$ cat src/cbt_pkg.sv
/*
  Constants, carrier structs and a helper function for the compare-branch,
  if-then and table-branch execution block.
  Assumes a core that hands over one instruction at a time, with register
  operands already read, and a data port that returns table entries.
*/
`default_nettype none
package cbt_pkg;
  //----------------------------------------------------------------
  // Encodings and constants
  //----------------------------------------------------------------
  localparam logic [3:0]  COND_AL      = 4'hE;       // Always-true condition code
  localparam logic [3:0]  REG_SP       = 4'hD;       // Stack pointer number
  localparam logic [3:0]  REG_PC       = 4'hF;       // Program counter number
  localparam logic [31:0] PC_AHEAD     = 32'h0000_0004; // Read value of PC is address plus 4
  localparam logic [7:0]  IT_EMPTY     = 8'h00;      // No block in progress
  localparam logic [3:0]  IT_LAST_SLOT = 4'h8;       // Low bits when one slot is left
  localparam logic [15:0] CBZ_MASK     = 16'hF500;   // Compare-zero branch opcode mask
  localparam logic [15:0] CBZ_VAL      = 16'hB100;   // Compare-zero branch opcode value
  localparam int          CBZ_NZ_BIT   = 11;         // Set for the non-zero form
  localparam int          CBZ_I_BIT    = 9;          // Top offset bit position
  localparam logic [7:0]  IT_OPC       = 8'hBF;      // If-then prefix opcode byte
  localparam logic [7:0]  BREAKPOINT_INSTRUCTION_OPC     = 8'hBE;      // Breakpoint opcode byte
  localparam logic [15:0] CPS_MASK     = 16'hFFEF;   // Interrupt mask change opcode mask
  localparam logic [15:0] CPS_VAL      = 16'hB662;   // Interrupt mask change opcode value
  localparam logic [15:0] TB_HW1_MASK  = 16'hFFF0;   // Table branch first halfword mask
  localparam logic [15:0] TB_HW1_VAL   = 16'hE8D0;   // Table branch first halfword value
  localparam logic [15:0] TB_HW2_MASK  = 16'hFFE0;   // Table branch second halfword mask
  localparam logic [15:0] TB_HW2_VAL   = 16'hF000;   // Table branch second halfword value
  localparam int          TB_HALF_BIT  = 4;          // Set for halfword tables

  //----------------------------------------------------------------
  // Types
  //----------------------------------------------------------------
  typedef enum logic [1:0] {CBT_IDLE = 2'b01, CBT_WAIT = 2'b10} cbt_state_e;

  typedef struct packed {
    logic        valid;     // Instruction offered
    logic [31:0] instr;     // First halfword in [31:16]
    logic [31:0] pc;        // Address of the instruction
    logic [31:0] rn_val;    // Value of the first register field
    logic [31:0] rm_val;    // Value of the index register field
    logic [3:0]  nzcv;      // Current condition flags
    logic        pc_write;  // Other instruction that writes the PC
  } cbt_issue_s;

  typedef struct packed {
    logic        valid;
    logic [31:0] target;
  } cbt_branch_s;

  typedef struct packed {
    logic        valid;
    logic        half;
    logic [31:0] addr;
  } cbt_tbl_req_s;

  typedef struct packed {
    logic valid;
    logic pass;
  } cbt_exec_s;

  // Condition check against N Z C V
  function automatic logic cbt_cond_pass(input logic [3:0] cond, input logic [3:0] f);
    logic r;
    r = 1'b1;
    unique case (cond[3:1])
      3'h0: r = f[2];
      3'h1: r = f[1];
      3'h2: r = f[3];
      3'h3: r = f[0];
      3'h4: r = f[1] & ~f[2];
      3'h5: r = (f[3] == f[0]);
      3'h6: r = ~f[2] & (f[3] == f[0]);
      3'h7: r = 1'b1;
    endcase
    return (cond[0] && cond != 4'hF) ? ~r : r;
  endfunction
endpackage
`default_nettype wire

$ cat src/cbt_exec.sv
/*
  Execution of compare-zero branches, the if-then prefix and table
  branches, with the if-then block state kept here.
  Assumes the core offers instructions only while ready is high, supplies
  operand values in the same cycle, and answers each table read once.
*/
`timescale 1ns/10ps
`default_nettype none
module cbt_exec (
  input  wire logic                  sys_clk_i,     // Core clock, 50 MHz
  input  wire logic                  rst_i,         // Asynchronous reset, high
  input  wire cbt_pkg::cbt_issue_s   issue_i,       // Offered instruction
  input  wire logic [15:0]           tbl_rdata_i,   // Table entry read back
  input  wire logic                  tbl_rvalid_i,  // Table entry valid
  input  wire logic                  exc_entry_i,   // Exception taken
  input  wire logic                  exc_return_i,  // Exception return
  input  wire logic [7:0]            exc_itstate_i, // Block state unstacked
  output logic                       ready_o,       // Next instruction taken
  output cbt_pkg::cbt_exec_s         exec_o,        // Condition result per instruction
  output cbt_pkg::cbt_branch_s       branch_o,      // Branch request
  output cbt_pkg::cbt_tbl_req_s      tbl_req_o,     // Table read request
  output logic [7:0]                 itstate_o,     // Block state, to be stacked
  output logic                       misuse_o       // Misplaced instruction seen
);
  import cbt_pkg::*;

  //----------------------------------------------------------------
  // State
  //----------------------------------------------------------------
  cbt_state_e   state_ff,   nxt_state;
  logic         ready_ff,   nxt_ready;
  cbt_exec_s    exec_ff,    nxt_exec;
  cbt_branch_s  br_ff,      nxt_br;
  cbt_tbl_req_s tbl_ff,     nxt_tbl;
  logic [7:0]   it_ff,      nxt_it;
  logic         misuse_ff,  nxt_misuse;
  logic [31:0]  pc4_ff,     nxt_pc4;
  logic         half_ff,    nxt_half;

  // Decode signals
  logic        acc;
  logic [15:0] hw1;
  logic [15:0] hw2;
  logic        in_it;
  logic        last_slot;
  logic [3:0]  slot_cond;
  logic        is_cbz;
  logic        is_it;
  logic        is_breakpoint_instruction;
  logic        is_cps;
  logic        is_tb;
  logic        pass;
  logic [31:0] pc4;
  logic [31:0] cbz_off;
  logic [31:0] tb_base;
  logic [31:0] tb_off;

  //----------------------------------------------------------------
  // Decode of the offered instruction
  //----------------------------------------------------------------
  // Instruction classes and the slot condition
  always_comb begin
    acc       = issue_i.valid && ready_ff;
    hw1       = issue_i.instr[31:16];
    hw2       = issue_i.instr[15:0];
    in_it     = (it_ff[3:0] != 4'h0);
    last_slot = (it_ff[3:0] == IT_LAST_SLOT);
    // Outside a block every instruction runs unconditionally
    slot_cond = in_it ? it_ff[7:4] : COND_AL;
    is_cbz    = ((hw1 & CBZ_MASK) == CBZ_VAL);
    is_it     = (hw1[15:8] == IT_OPC) && (hw1[3:0] != 4'h0);
    is_breakpoint_instruction   = (hw1[15:8] == BREAKPOINT_INSTRUCTION_OPC);
    is_cps    = ((hw1 & CPS_MASK) == CPS_VAL);
    is_tb     = ((hw1 & TB_HW1_MASK) == TB_HW1_VAL) && ((hw2 & TB_HW2_MASK) == TB_HW2_VAL);
    pass      = cbt_cond_pass(slot_cond, issue_i.nzcv) || is_breakpoint_instruction;
    pc4       = issue_i.pc + PC_AHEAD;
    // Offset i:imm5:0 gives 0..126, so targets land 4..130 bytes ahead
    cbz_off   = {22'h0, hw1[CBZ_I_BIT], hw1[7:3], 1'b0, 3'h0} >> 3;
    tb_base   = (hw1[3:0] == REG_PC) ? pc4 : issue_i.rn_val;
    tb_off    = hw2[TB_HALF_BIT] ? {issue_i.rm_val[30:0], 1'b0} : issue_i.rm_val;
  end

  //----------------------------------------------------------------
  // Next-state logic
  //----------------------------------------------------------------
  // Exceptions first, then table completion, then new instructions
  always_comb begin
    nxt_state  = state_ff;
    nxt_ready  = ready_ff;
    nxt_exec   = '{valid: 1'b0, pass: 1'b0};
    nxt_br     = '{valid: 1'b0, target: br_ff.target};
    nxt_tbl    = '{valid: 1'b0, half: tbl_ff.half, addr: tbl_ff.addr};
    nxt_it     = it_ff;
    nxt_misuse = 1'b0;
    nxt_pc4    = pc4_ff;
    nxt_half   = half_ff;
    if (exc_entry_i) begin
      // Handler runs outside any block; current state is on itstate_o to stack
      nxt_it    = IT_EMPTY;
      nxt_state = CBT_IDLE;
      nxt_ready = 1'b1;
    end else if (exc_return_i) begin
      nxt_it    = exc_itstate_i;
    end else begin
      unique case (state_ff)
        CBT_WAIT: begin
          if (tbl_rvalid_i) begin
            // Forward branch from the byte after the instruction
            nxt_br.valid  = 1'b1;
            nxt_br.target = pc4_ff + (half_ff ? {15'h0, tbl_rdata_i, 1'b0}
                                              : {24'h0, tbl_rdata_i[7:0]});
            nxt_state     = CBT_IDLE;
            nxt_ready     = 1'b1;
          end
        end
        CBT_IDLE: begin
          if (acc) begin
            nxt_exec = '{valid: 1'b1, pass: pass};
            // Shift the mask one slot; the block ends after the last slot
            nxt_it = (it_ff[2:0] == 3'h0) ? IT_EMPTY : {it_ff[7:5], it_ff[3:0], 1'b0};
            if (is_it) begin
              if (in_it) begin
                nxt_misuse = 1'b1;
              end else begin
                nxt_it = hw1[7:0];
              end
            end
            if (is_cbz) begin
              nxt_misuse = in_it;
              // Branch on zero, or on non-zero for the second form
              if (pass && ((issue_i.rn_val == 32'h0) != hw1[CBZ_NZ_BIT])) begin
                nxt_br.valid  = 1'b1;
                nxt_br.target = pc4 + cbz_off;
              end
            end
            if (is_tb) begin
              nxt_misuse = (in_it && !last_slot) || (hw1[3:0] == REG_SP)
                           || (hw2[3:0] == REG_SP) || (hw2[3:0] == REG_PC);
              if (pass) begin
                nxt_tbl   = '{valid: 1'b1, half: hw2[TB_HALF_BIT], addr: tb_base + tb_off};
                nxt_pc4   = pc4;
                nxt_half  = hw2[TB_HALF_BIT];
                nxt_state = CBT_WAIT;
                nxt_ready = 1'b0;
              end
            end
            if ((is_cps || (issue_i.pc_write && !last_slot)) && in_it) begin
              nxt_misuse = 1'b1;
            end
          end
        end
        default: begin
          nxt_state = CBT_IDLE;
          nxt_ready = 1'b1;
        end
      endcase
    end
  end

  //----------------------------------------------------------------
  // Registers
  //----------------------------------------------------------------
  // No flag output exists: these instructions never write the flags
  always_ff @(posedge sys_clk_i or posedge rst_i) begin
    if (rst_i) begin
      state_ff  <= CBT_IDLE;
      ready_ff  <= 1'b1;
      exec_ff   <= '0;
      br_ff     <= '0;
      tbl_ff    <= '0;
      it_ff     <= IT_EMPTY;
      misuse_ff <= 1'b0;
      pc4_ff    <= 32'h0;
      half_ff   <= 1'b0;
    end else begin
      state_ff  <= nxt_state;
      ready_ff  <= nxt_ready;
      exec_ff   <= nxt_exec;
      br_ff     <= nxt_br;
      tbl_ff    <= nxt_tbl;
      it_ff     <= nxt_it;
      misuse_ff <= nxt_misuse;
      pc4_ff    <= nxt_pc4;
      half_ff   <= nxt_half;
    end
  end

  // Outputs straight from registers
  assign ready_o   = ready_ff;
  assign exec_o    = exec_ff;
  assign branch_o  = br_ff;
  assign tbl_req_o = tbl_ff;
  assign itstate_o = it_ff;
  assign misuse_o  = misuse_ff;

  logic plain_acc;
  assign plain_acc = acc && !exc_entry_i && !exc_return_i && state_ff == CBT_IDLE;
endmodule
`default_nettype wire

$ cat config.mk
export PLATFORM = sky130hd
export DESIGN_NAME = cbt_exec
export DESIGN_NICKNAME = d
export VERILOG_FILES = /design/src/cbt_pkg.sv /design/src/cbt_exec.sv
export SDC_FILE = /design/constraint.sdc
export NUM_CORES = 1
export LEC_CHECK = 0
export ABC_AREA = 1
export BUFFER_PORTS_ARGS = -buffer_cell sky130_fd_sc_hd__buf_2
export CELL_PAD_IN_SITES_DETAIL_PLACEMENT = 0
export CELL_PAD_IN_SITES_GLOBAL_PLACEMENT = 2
export CORE_AREA = 2 2 197 199
export CTS_CLUSTER_DIAMETER = 60
export DETAILED_ROUTE_END_ITERATION = 16
export DIE_AREA = 0 0 199 201
export GPL_TIMING_DRIVEN = 0
export PLACE_DENSITY = 0.82
export SLEW_MARGIN = 10
export SYNTH_ARGS = -nofsm -noshare
export SYNTH_HDL_FRONTEND = slang
export SYNTH_SLANG_ARGS = --single-unit
$ cat constraint.sdc
create_clock -name sys_clk_i -period 7.2 [get_ports sys_clk_i]
set_input_delay 0.36 -clock sys_clk_i [delete_from_list [all_inputs] [get_ports sys_clk_i]]
set_output_delay 0.36 -clock sys_clk_i [all_outputs]
set_load 0.02 [all_outputs]
== Yosys cells after proc, flatten, opt, wreduce, memory -nomap -nowiden ==
Index checks and enable logic that the tools add are counted.

* Flip-flop bits (word level): 113
* Bits of input ports: 163
* Output and inout port bits: 79
* Word-level logic and storage cells: 133

* $add $sub $neg: 4
* Equality and inequality tests: 32
* Multiplexer cells: 53
* Bitwise logic cells: 6
* Reductions and logical operators: 26

{| class="wikitable"
|+ Operators by type and width
! operator !! count
|-
| $mux W34 || 6
|-
| $mux W33 || 6
|-
| $pmux W33 S2 || 1
|-
| $mux W32 || 2
|-
| $mux W8 || 7
|-
| $add A32 B17 Y32 || 1
|-
| $add A32 B3 Y32 const B || 1
|-
| $add A32 B32 Y32 || 1
|-
| $add A32 B7 Y32 || 1
|-
| $logic_not A32 Y1 || 1
|-
| $eq A4 B4 Y1 const B || 5
|-
| $mux W2 || 10
|-
| $mux W17 || 1
|-
| $eq A8 B8 Y1 const B || 2
|-
| $mux W1 || 16
|-
| $eq A15 B15 Y1 const B || 1
|-
| $eq A12 B12 Y1 const B || 1
|-
| $eq A3 B3 Y1 const B || 4
|-
| $ne A3 B3 Y1 const B || 4
|-
| $eq A11 B11 Y1 const B || 1
|-
| $ne A2 B2 Y1 const B || 5
|-
| $logic_and A1 B1 Y1 || 8
|-
| $pmux W1 S8 || 1
|-
| $reduce_bool A4 Y1 || 2
|-
| other kinds (22) || 33
|}

== Longest topological paths before layout ==
* Word-level depth: 14
* Gate-level depth with buffers: 24
* Gate-level depth less buffers: 23

== Worst setup path before layout ==
OpenSTA, ideal clock, no wires.

* Path kind: input port to flip-flop
* From: input issue_i[71] (netlist bit)
* To: register tbl_ff (netlist bit tbl_req_o[21])
* Library setup time: 0.083 ns
* Arrival: 2.876 ns
* Required time: 7.117 ns
* Path slack: 4.242 ns
* Stages on the path: 21
* Buffers on the path: 1
* Cells stage by stage: ha_1 -> buf_2 -> nand3_2 -> nor2_2 -> nand3_1 -> nand2_1 -> nand2_2 -> inv_1 -> o21ai_0 -> ha_1 -> a21oi_1 -> o21ai_0 -> o21bai_1 -> a21oi_1 -> inv_1 -> nand2_1 -> nand2_1 -> a21oi_1 -> xnor2_1 -> nand2_1 -> o21ai_0

* Longest elaborated chain between the ends: 3

{| class="wikitable"
|+ RTL lines
! item !! RTL line !! source
|-
| start, declared || cbt_exec.sv:12 || <nowiki>input wire cbt_pkg::cbt_issue_s issue_i,</nowiki>
|-
| $add A32 B3 Y32 || cbt_exec.sv:76 || <nowiki>pc4 = issue_i.pc + PC_AHEAD;</nowiki>
|-
| $mux W32 || cbt_exec.sv:79 || <nowiki>tb_base = (hw1[3:0] == REG_PC) ? pc4 : issue_i.rn_val;</nowiki>
|-
| $add A32 B32 Y32 || cbt_exec.sv:140 || <nowiki>nxt_tbl = '{valid: 1'b1, half: hw2[TB_HALF_BIT], addr: tb_base + tb_off};</nowiki>
|-
| end signal, assigned || cbt_exec.sv:180 || <nowiki>tbl_ff <= nxt_tbl;</nowiki>
|-
| end, declared || cbt_exec.sv:34 || <nowiki>cbt_tbl_req_s tbl_ff, nxt_tbl;</nowiki>
|}

Every way passes these cells.
A chain may end at the register's enable or synchronous reset.

== Worst setup path in the final report ==
* From: input issue_i[120] (netlist bit)
* To: register tbl_ff (netlist bit tbl_req_o[31])

* Longest elaborated chain between the ends: 3

{| class="wikitable"
|+ RTL lines
! item !! RTL line
|-
| $eq A4 B4 Y1 || cbt_exec.sv:79
|-
| $mux W32 || cbt_exec.sv:79
|-
| $add A32 B32 Y32 || cbt_exec.sv:140
|}

Every way passes these cells.

==> impl_metrics.env <==
export IMPL_async_reset_ff_share_pct=100
export IMPL_whs_ns=0.185
export IMPL_vias=12612
export IMPL_syn_area_um2=11200
export IMPL_synth_area_leaders="dfrtp_1 (25%), nand2_1 (18%), o21ai_0 (7.7%)"
export IMPL_leakage_uw=0.00722
export IMPL_synth_xor_area_share_pct=3.76
export IMPL_drt_pre_antenna_iters=5
export IMPL_gp_congestion=0.922
export IMPL_reg2regPathDepth=15
export IMPL_synth_avg_cell_area_um2=6.29
export IMPL_cp_start_kind="primary input"
export IMPL_initial_utilization_pct=29.3
export IMPL_final_common_cell="nand2_1"
export IMPL_outcome="finished clean"
export IMPL_slew_viol_final=0
export IMPL_skew_ns=0.0111
export IMPL_synth_edff_count=0
export IMPL_pwr_share_clk_pct=42.3
export IMPL_grt_pass1_vias=12399
export IMPL_htree_levels=4
export IMPL_postRouteAntennaNets=0
export IMPL_max_freq_mhz=256
export IMPL_pwr_share_seq_pct=31.1
export IMPL_crit_path_end_kind="register"
export IMPL_yosysTopAreaCell="dfrtp_1"
export IMPL_fin_nets=2260
export IMPL_layout_drive_gt1_share_pct=18.0
export IMPL_dp_hpwl_um=38900
export IMPL_arrival_ns=4.24
export IMPL_hold_depth=3
export IMPL_crit_fanout=10
export IMPL_netSwitchingPower_uw=716
export IMPL_setup_viol=0
export IMPL_multiInputGateArea_um2=7310
export IMPL_setup_tns_ns=0
export IMPL_cts_sinks=113
export IMPL_tightestPinTransition_ns=0.826
export IMPL_fp_dieH_um=201
export IMPL_routed_wl_um=46500
export IMPL_yosys_warnings=0
export IMPL_wl_per_cell_um=18.1
export IMPL_ff2ff_setup_slack_ns=3.78
export IMPL_cts_tree="done"
export IMPL_synth_simple_area_share_pct=37.2
export IMPL_die_area_um2=40000
export IMPL_ir_drop_uv=165
export IMPL_period_share_pct=54.2
export IMPL_synth_top_family_by_area="simple AND/OR/NAND/NOR gates"
export IMPL_min_to="itstate_o[4]$_DFFE_PP0P_"
export IMPL_cts_root_buf="clkbuf_16"
export IMPL_avgViaCountPerCell=4.91
export IMPL_grt_max_degree=82
export IMPL_syn_to_final_growth_pct=22.1
export IMPL_fill_cells=4292
export IMPL_p_comb_share_pct=26.6
export IMPL_route_detailed_drc=0
export IMPL_io_pins=242
export IMPL_worstHoldStart="exc_itstate_i[4]"
export IMPL_ys_flop_type="dfrtp_1"
export IMPL_cts_max_path_buffers=2
export IMPL_ys_types=55
export IMPL_cap_violations=0
export IMPL_finalCriticalPeriod_ns=3.90
export IMPL_synth_nets=2001
export IMPL_grt_pass1_wl_um=71300
export IMPL_required_ns=7.54
export IMPL_seq_area_um2=2830
export IMPL_r2r_start="half_ff$_DFFE_PP0P_"
export IMPL_final_cell_mix="nand2_1 (538), buf_2 (247), inv_1 (202)"
export IMPL_grt_antenna_before_repair=3
export IMPL_r2r_end="branch_o[26]$_DFFE_PP0P_"
export IMPL_coreArea_um2=38100
export IMPL_port_buffers=238
export IMPL_drtIter0Drc=976
export IMPL_hp_class="in2reg"
export IMPL_rsz0062_at_grt="false"
export IMPL_criticalPathCategory="in2reg"
export IMPL_die_w_um=199
export IMPL_synth_seq_cells=113
export IMPL_grt_use_total_pct=23.6
export IMPL_p_int_uw=1360
export IMPL_path_clk_slew_ns=0.06
export IMPL_overflow=0
export IMPL_swShare_pct=34.5
export IMPL_ys_seq_area_share_pct=25.3
export IMPL_synth_adder_area_share_pct=6.92
export IMPL_num_rows=72
export IMPL_hold_violations=0
export IMPL_synth_compound_area_share_pct=17.5
export IMPL_ctsResizeCount=0
export IMPL_synthMuxAreaShare_pct=0.101
export IMPL_numCtsBuffers=17
export IMPL_slew_headroom_pct=44.7
export IMPL_clk_latency_ns=0.44
export IMPL_power_density_nw_per_um2=152
export IMPL_synth_top_area_share_pct=24.9
export IMPL_postSynthCellCount=1778
cell usage after synthesis (3+ instances only):
cell type	number
a211oi_1	3
a21boi_0	5
a21o_1	4
a21oi_1	113
a31oi_1	13
and3_1	3
buf_2	9
buf_4	7
clkbuf_1	25
dfrtp_1	111
fa_1	3
ha_1	57
inv_1	203
inv_2	6
nand2_1	538
nand2_2	21
nand2_4	4
nand3_1	101
nand3_2	4
nand3b_1	4
nand4_1	28
nor2_1	161
nor2_2	15
nor2_4	11
nor2_8	3
nor3_1	17
nor4_1	18
o2111ai_1	3
o211ai_1	6
o21a_1	8
o21ai_0	171
o21ai_1	15
o21bai_1	6
o22ai_1	4
or2_2	5
xnor2_1	17
xor2_1	31
layout make-up:
type / instances / share of cell area [%]
multi-input cells: 1408 / 53.6
flip-flops and latches: 113 / 20.7
repair buffers: 240 / 9.00
inverters: 212 / 5.88
well taps: 518 / 4.75
clock buffers: 23 / 3.50
plain buffers: 45 / 1.72
clock inverters: 9 / 0.788
diodes: 3 / 0.0550
registers in the layout (all words and copies together) (netlist names):
| register | cells |
|---|---|
| itstate_o | 8 |
| exec_o | 2 |
| ready_o | 1 |
| pc4_ff | 32 |
| misuse_o | 1 |
| branch_o | 33 |
| state_ff | 2 |
| tbl_req_o | 33 |
| half_ff | 1 |
metrics by stage:
step	cells	util, %	worst slack, ns	total power (µW)	area (µm²)
6_report	2571	35.8	3.30	2070	13700
5_1_grt	2571	35.8	2.92	2180	13700
4_1_cts	2568	35.8	3.37	2090	13600
3_5_place_dp	2535	34.2	2.92	1200	13000
3_3_place_gp	2534	34.2	2.14	1200	13000
2_1_floorplan	1778	-	3.86	999	11200
routing by layer:
metal / up-vias / share of wire, % / track usage [%]
li1: 6376 / - / -
met5: - / 0 / 0
met3: 55 / 4.9 / 3.24
met4: 0 / 2.9 / 8.74
met1: 5819 / 47 / 32.5
met2: 362 / 45 / 37.5
how the worst max path moves through the flow:
| stage | startpoint | to | slack, ns | depth (start not counted) |
|---|---|---|---|---|
| 3_3_place_gp | rst_i | itstate_o[0]$_DFFE_PP0P_ | 2.14 | 2 |
| 3_5_place_dp | issue_i[120] | tbl_req_o[19]$_DFFE_PP0P_ | 2.92 | 18 |
| 4_1_cts | issue_i[120] | tbl_req_o[19]$_DFFE_PP0P_ | 3.37 | 18 |
| 6_report | issue_i[120] | tbl_req_o[31]$_DFFE_PP0P_ | 3.30 | 20 |
| 2_1_floorplan | rst_i | branch_o[0]$_DFFE_PP0P_ | 3.86 | 1 |
| 5_1_grt | issue_i[120] | tbl_req_o[19]$_DFFE_PP0P_ | 2.92 | 18 |
repair_timing:
action	CTS	global route
hold buffers	1	0
setup buffers	0	0
endpoints found under the hold margin	32	0
cells by family (layout without fill, tap and decap cells):
logic type / after synthesis / in the layout
compound gates: 360 / 360
flops: 113 / 113
xor+xnor: 48 / 48
other cells: 0 / 3
fa+ha+maj: 60 / 60
buf+inv: 257 / 529
mux: 1 / 1
simple gates: 939 / 939
power groups by stage:
| stage | combinational (µW) | sequential (µW) | clock (µW) |
|---|---|---|---|
| after floorplan | 338 | 662 | 0 |
| after global placement | 545 | 657 | 0 |
| after detailed placement | 548 | 656 | 0 |
| after CTS | 551 | 645 | 895 |
| after global routing | 617 | 645 | 917 |
| final | 552 | 645 | 876 |
critical path, cell delays in order:
cell and delay (ns):
buf_2 0.16, nand2_1 0.07, inv_1 0.06, nand3_1 0.40, clkbuf_1 0.39, o21ai_0 0.50
ha_1 0.32, nand3_1 0.07, nand2_1 0.09, a21boi_0 0.51, o21ai_0 0.36, nand2_1 0.13
nand2_1 0.10, nand2_1 0.07, nand2_1 0.11, nand2_1 0.09, nand2_1 0.12, nand3_1 0.10
nand3_1 0.08, o21a_1 0.12
No activity file was read; power rests on OpenSTA's default activity.
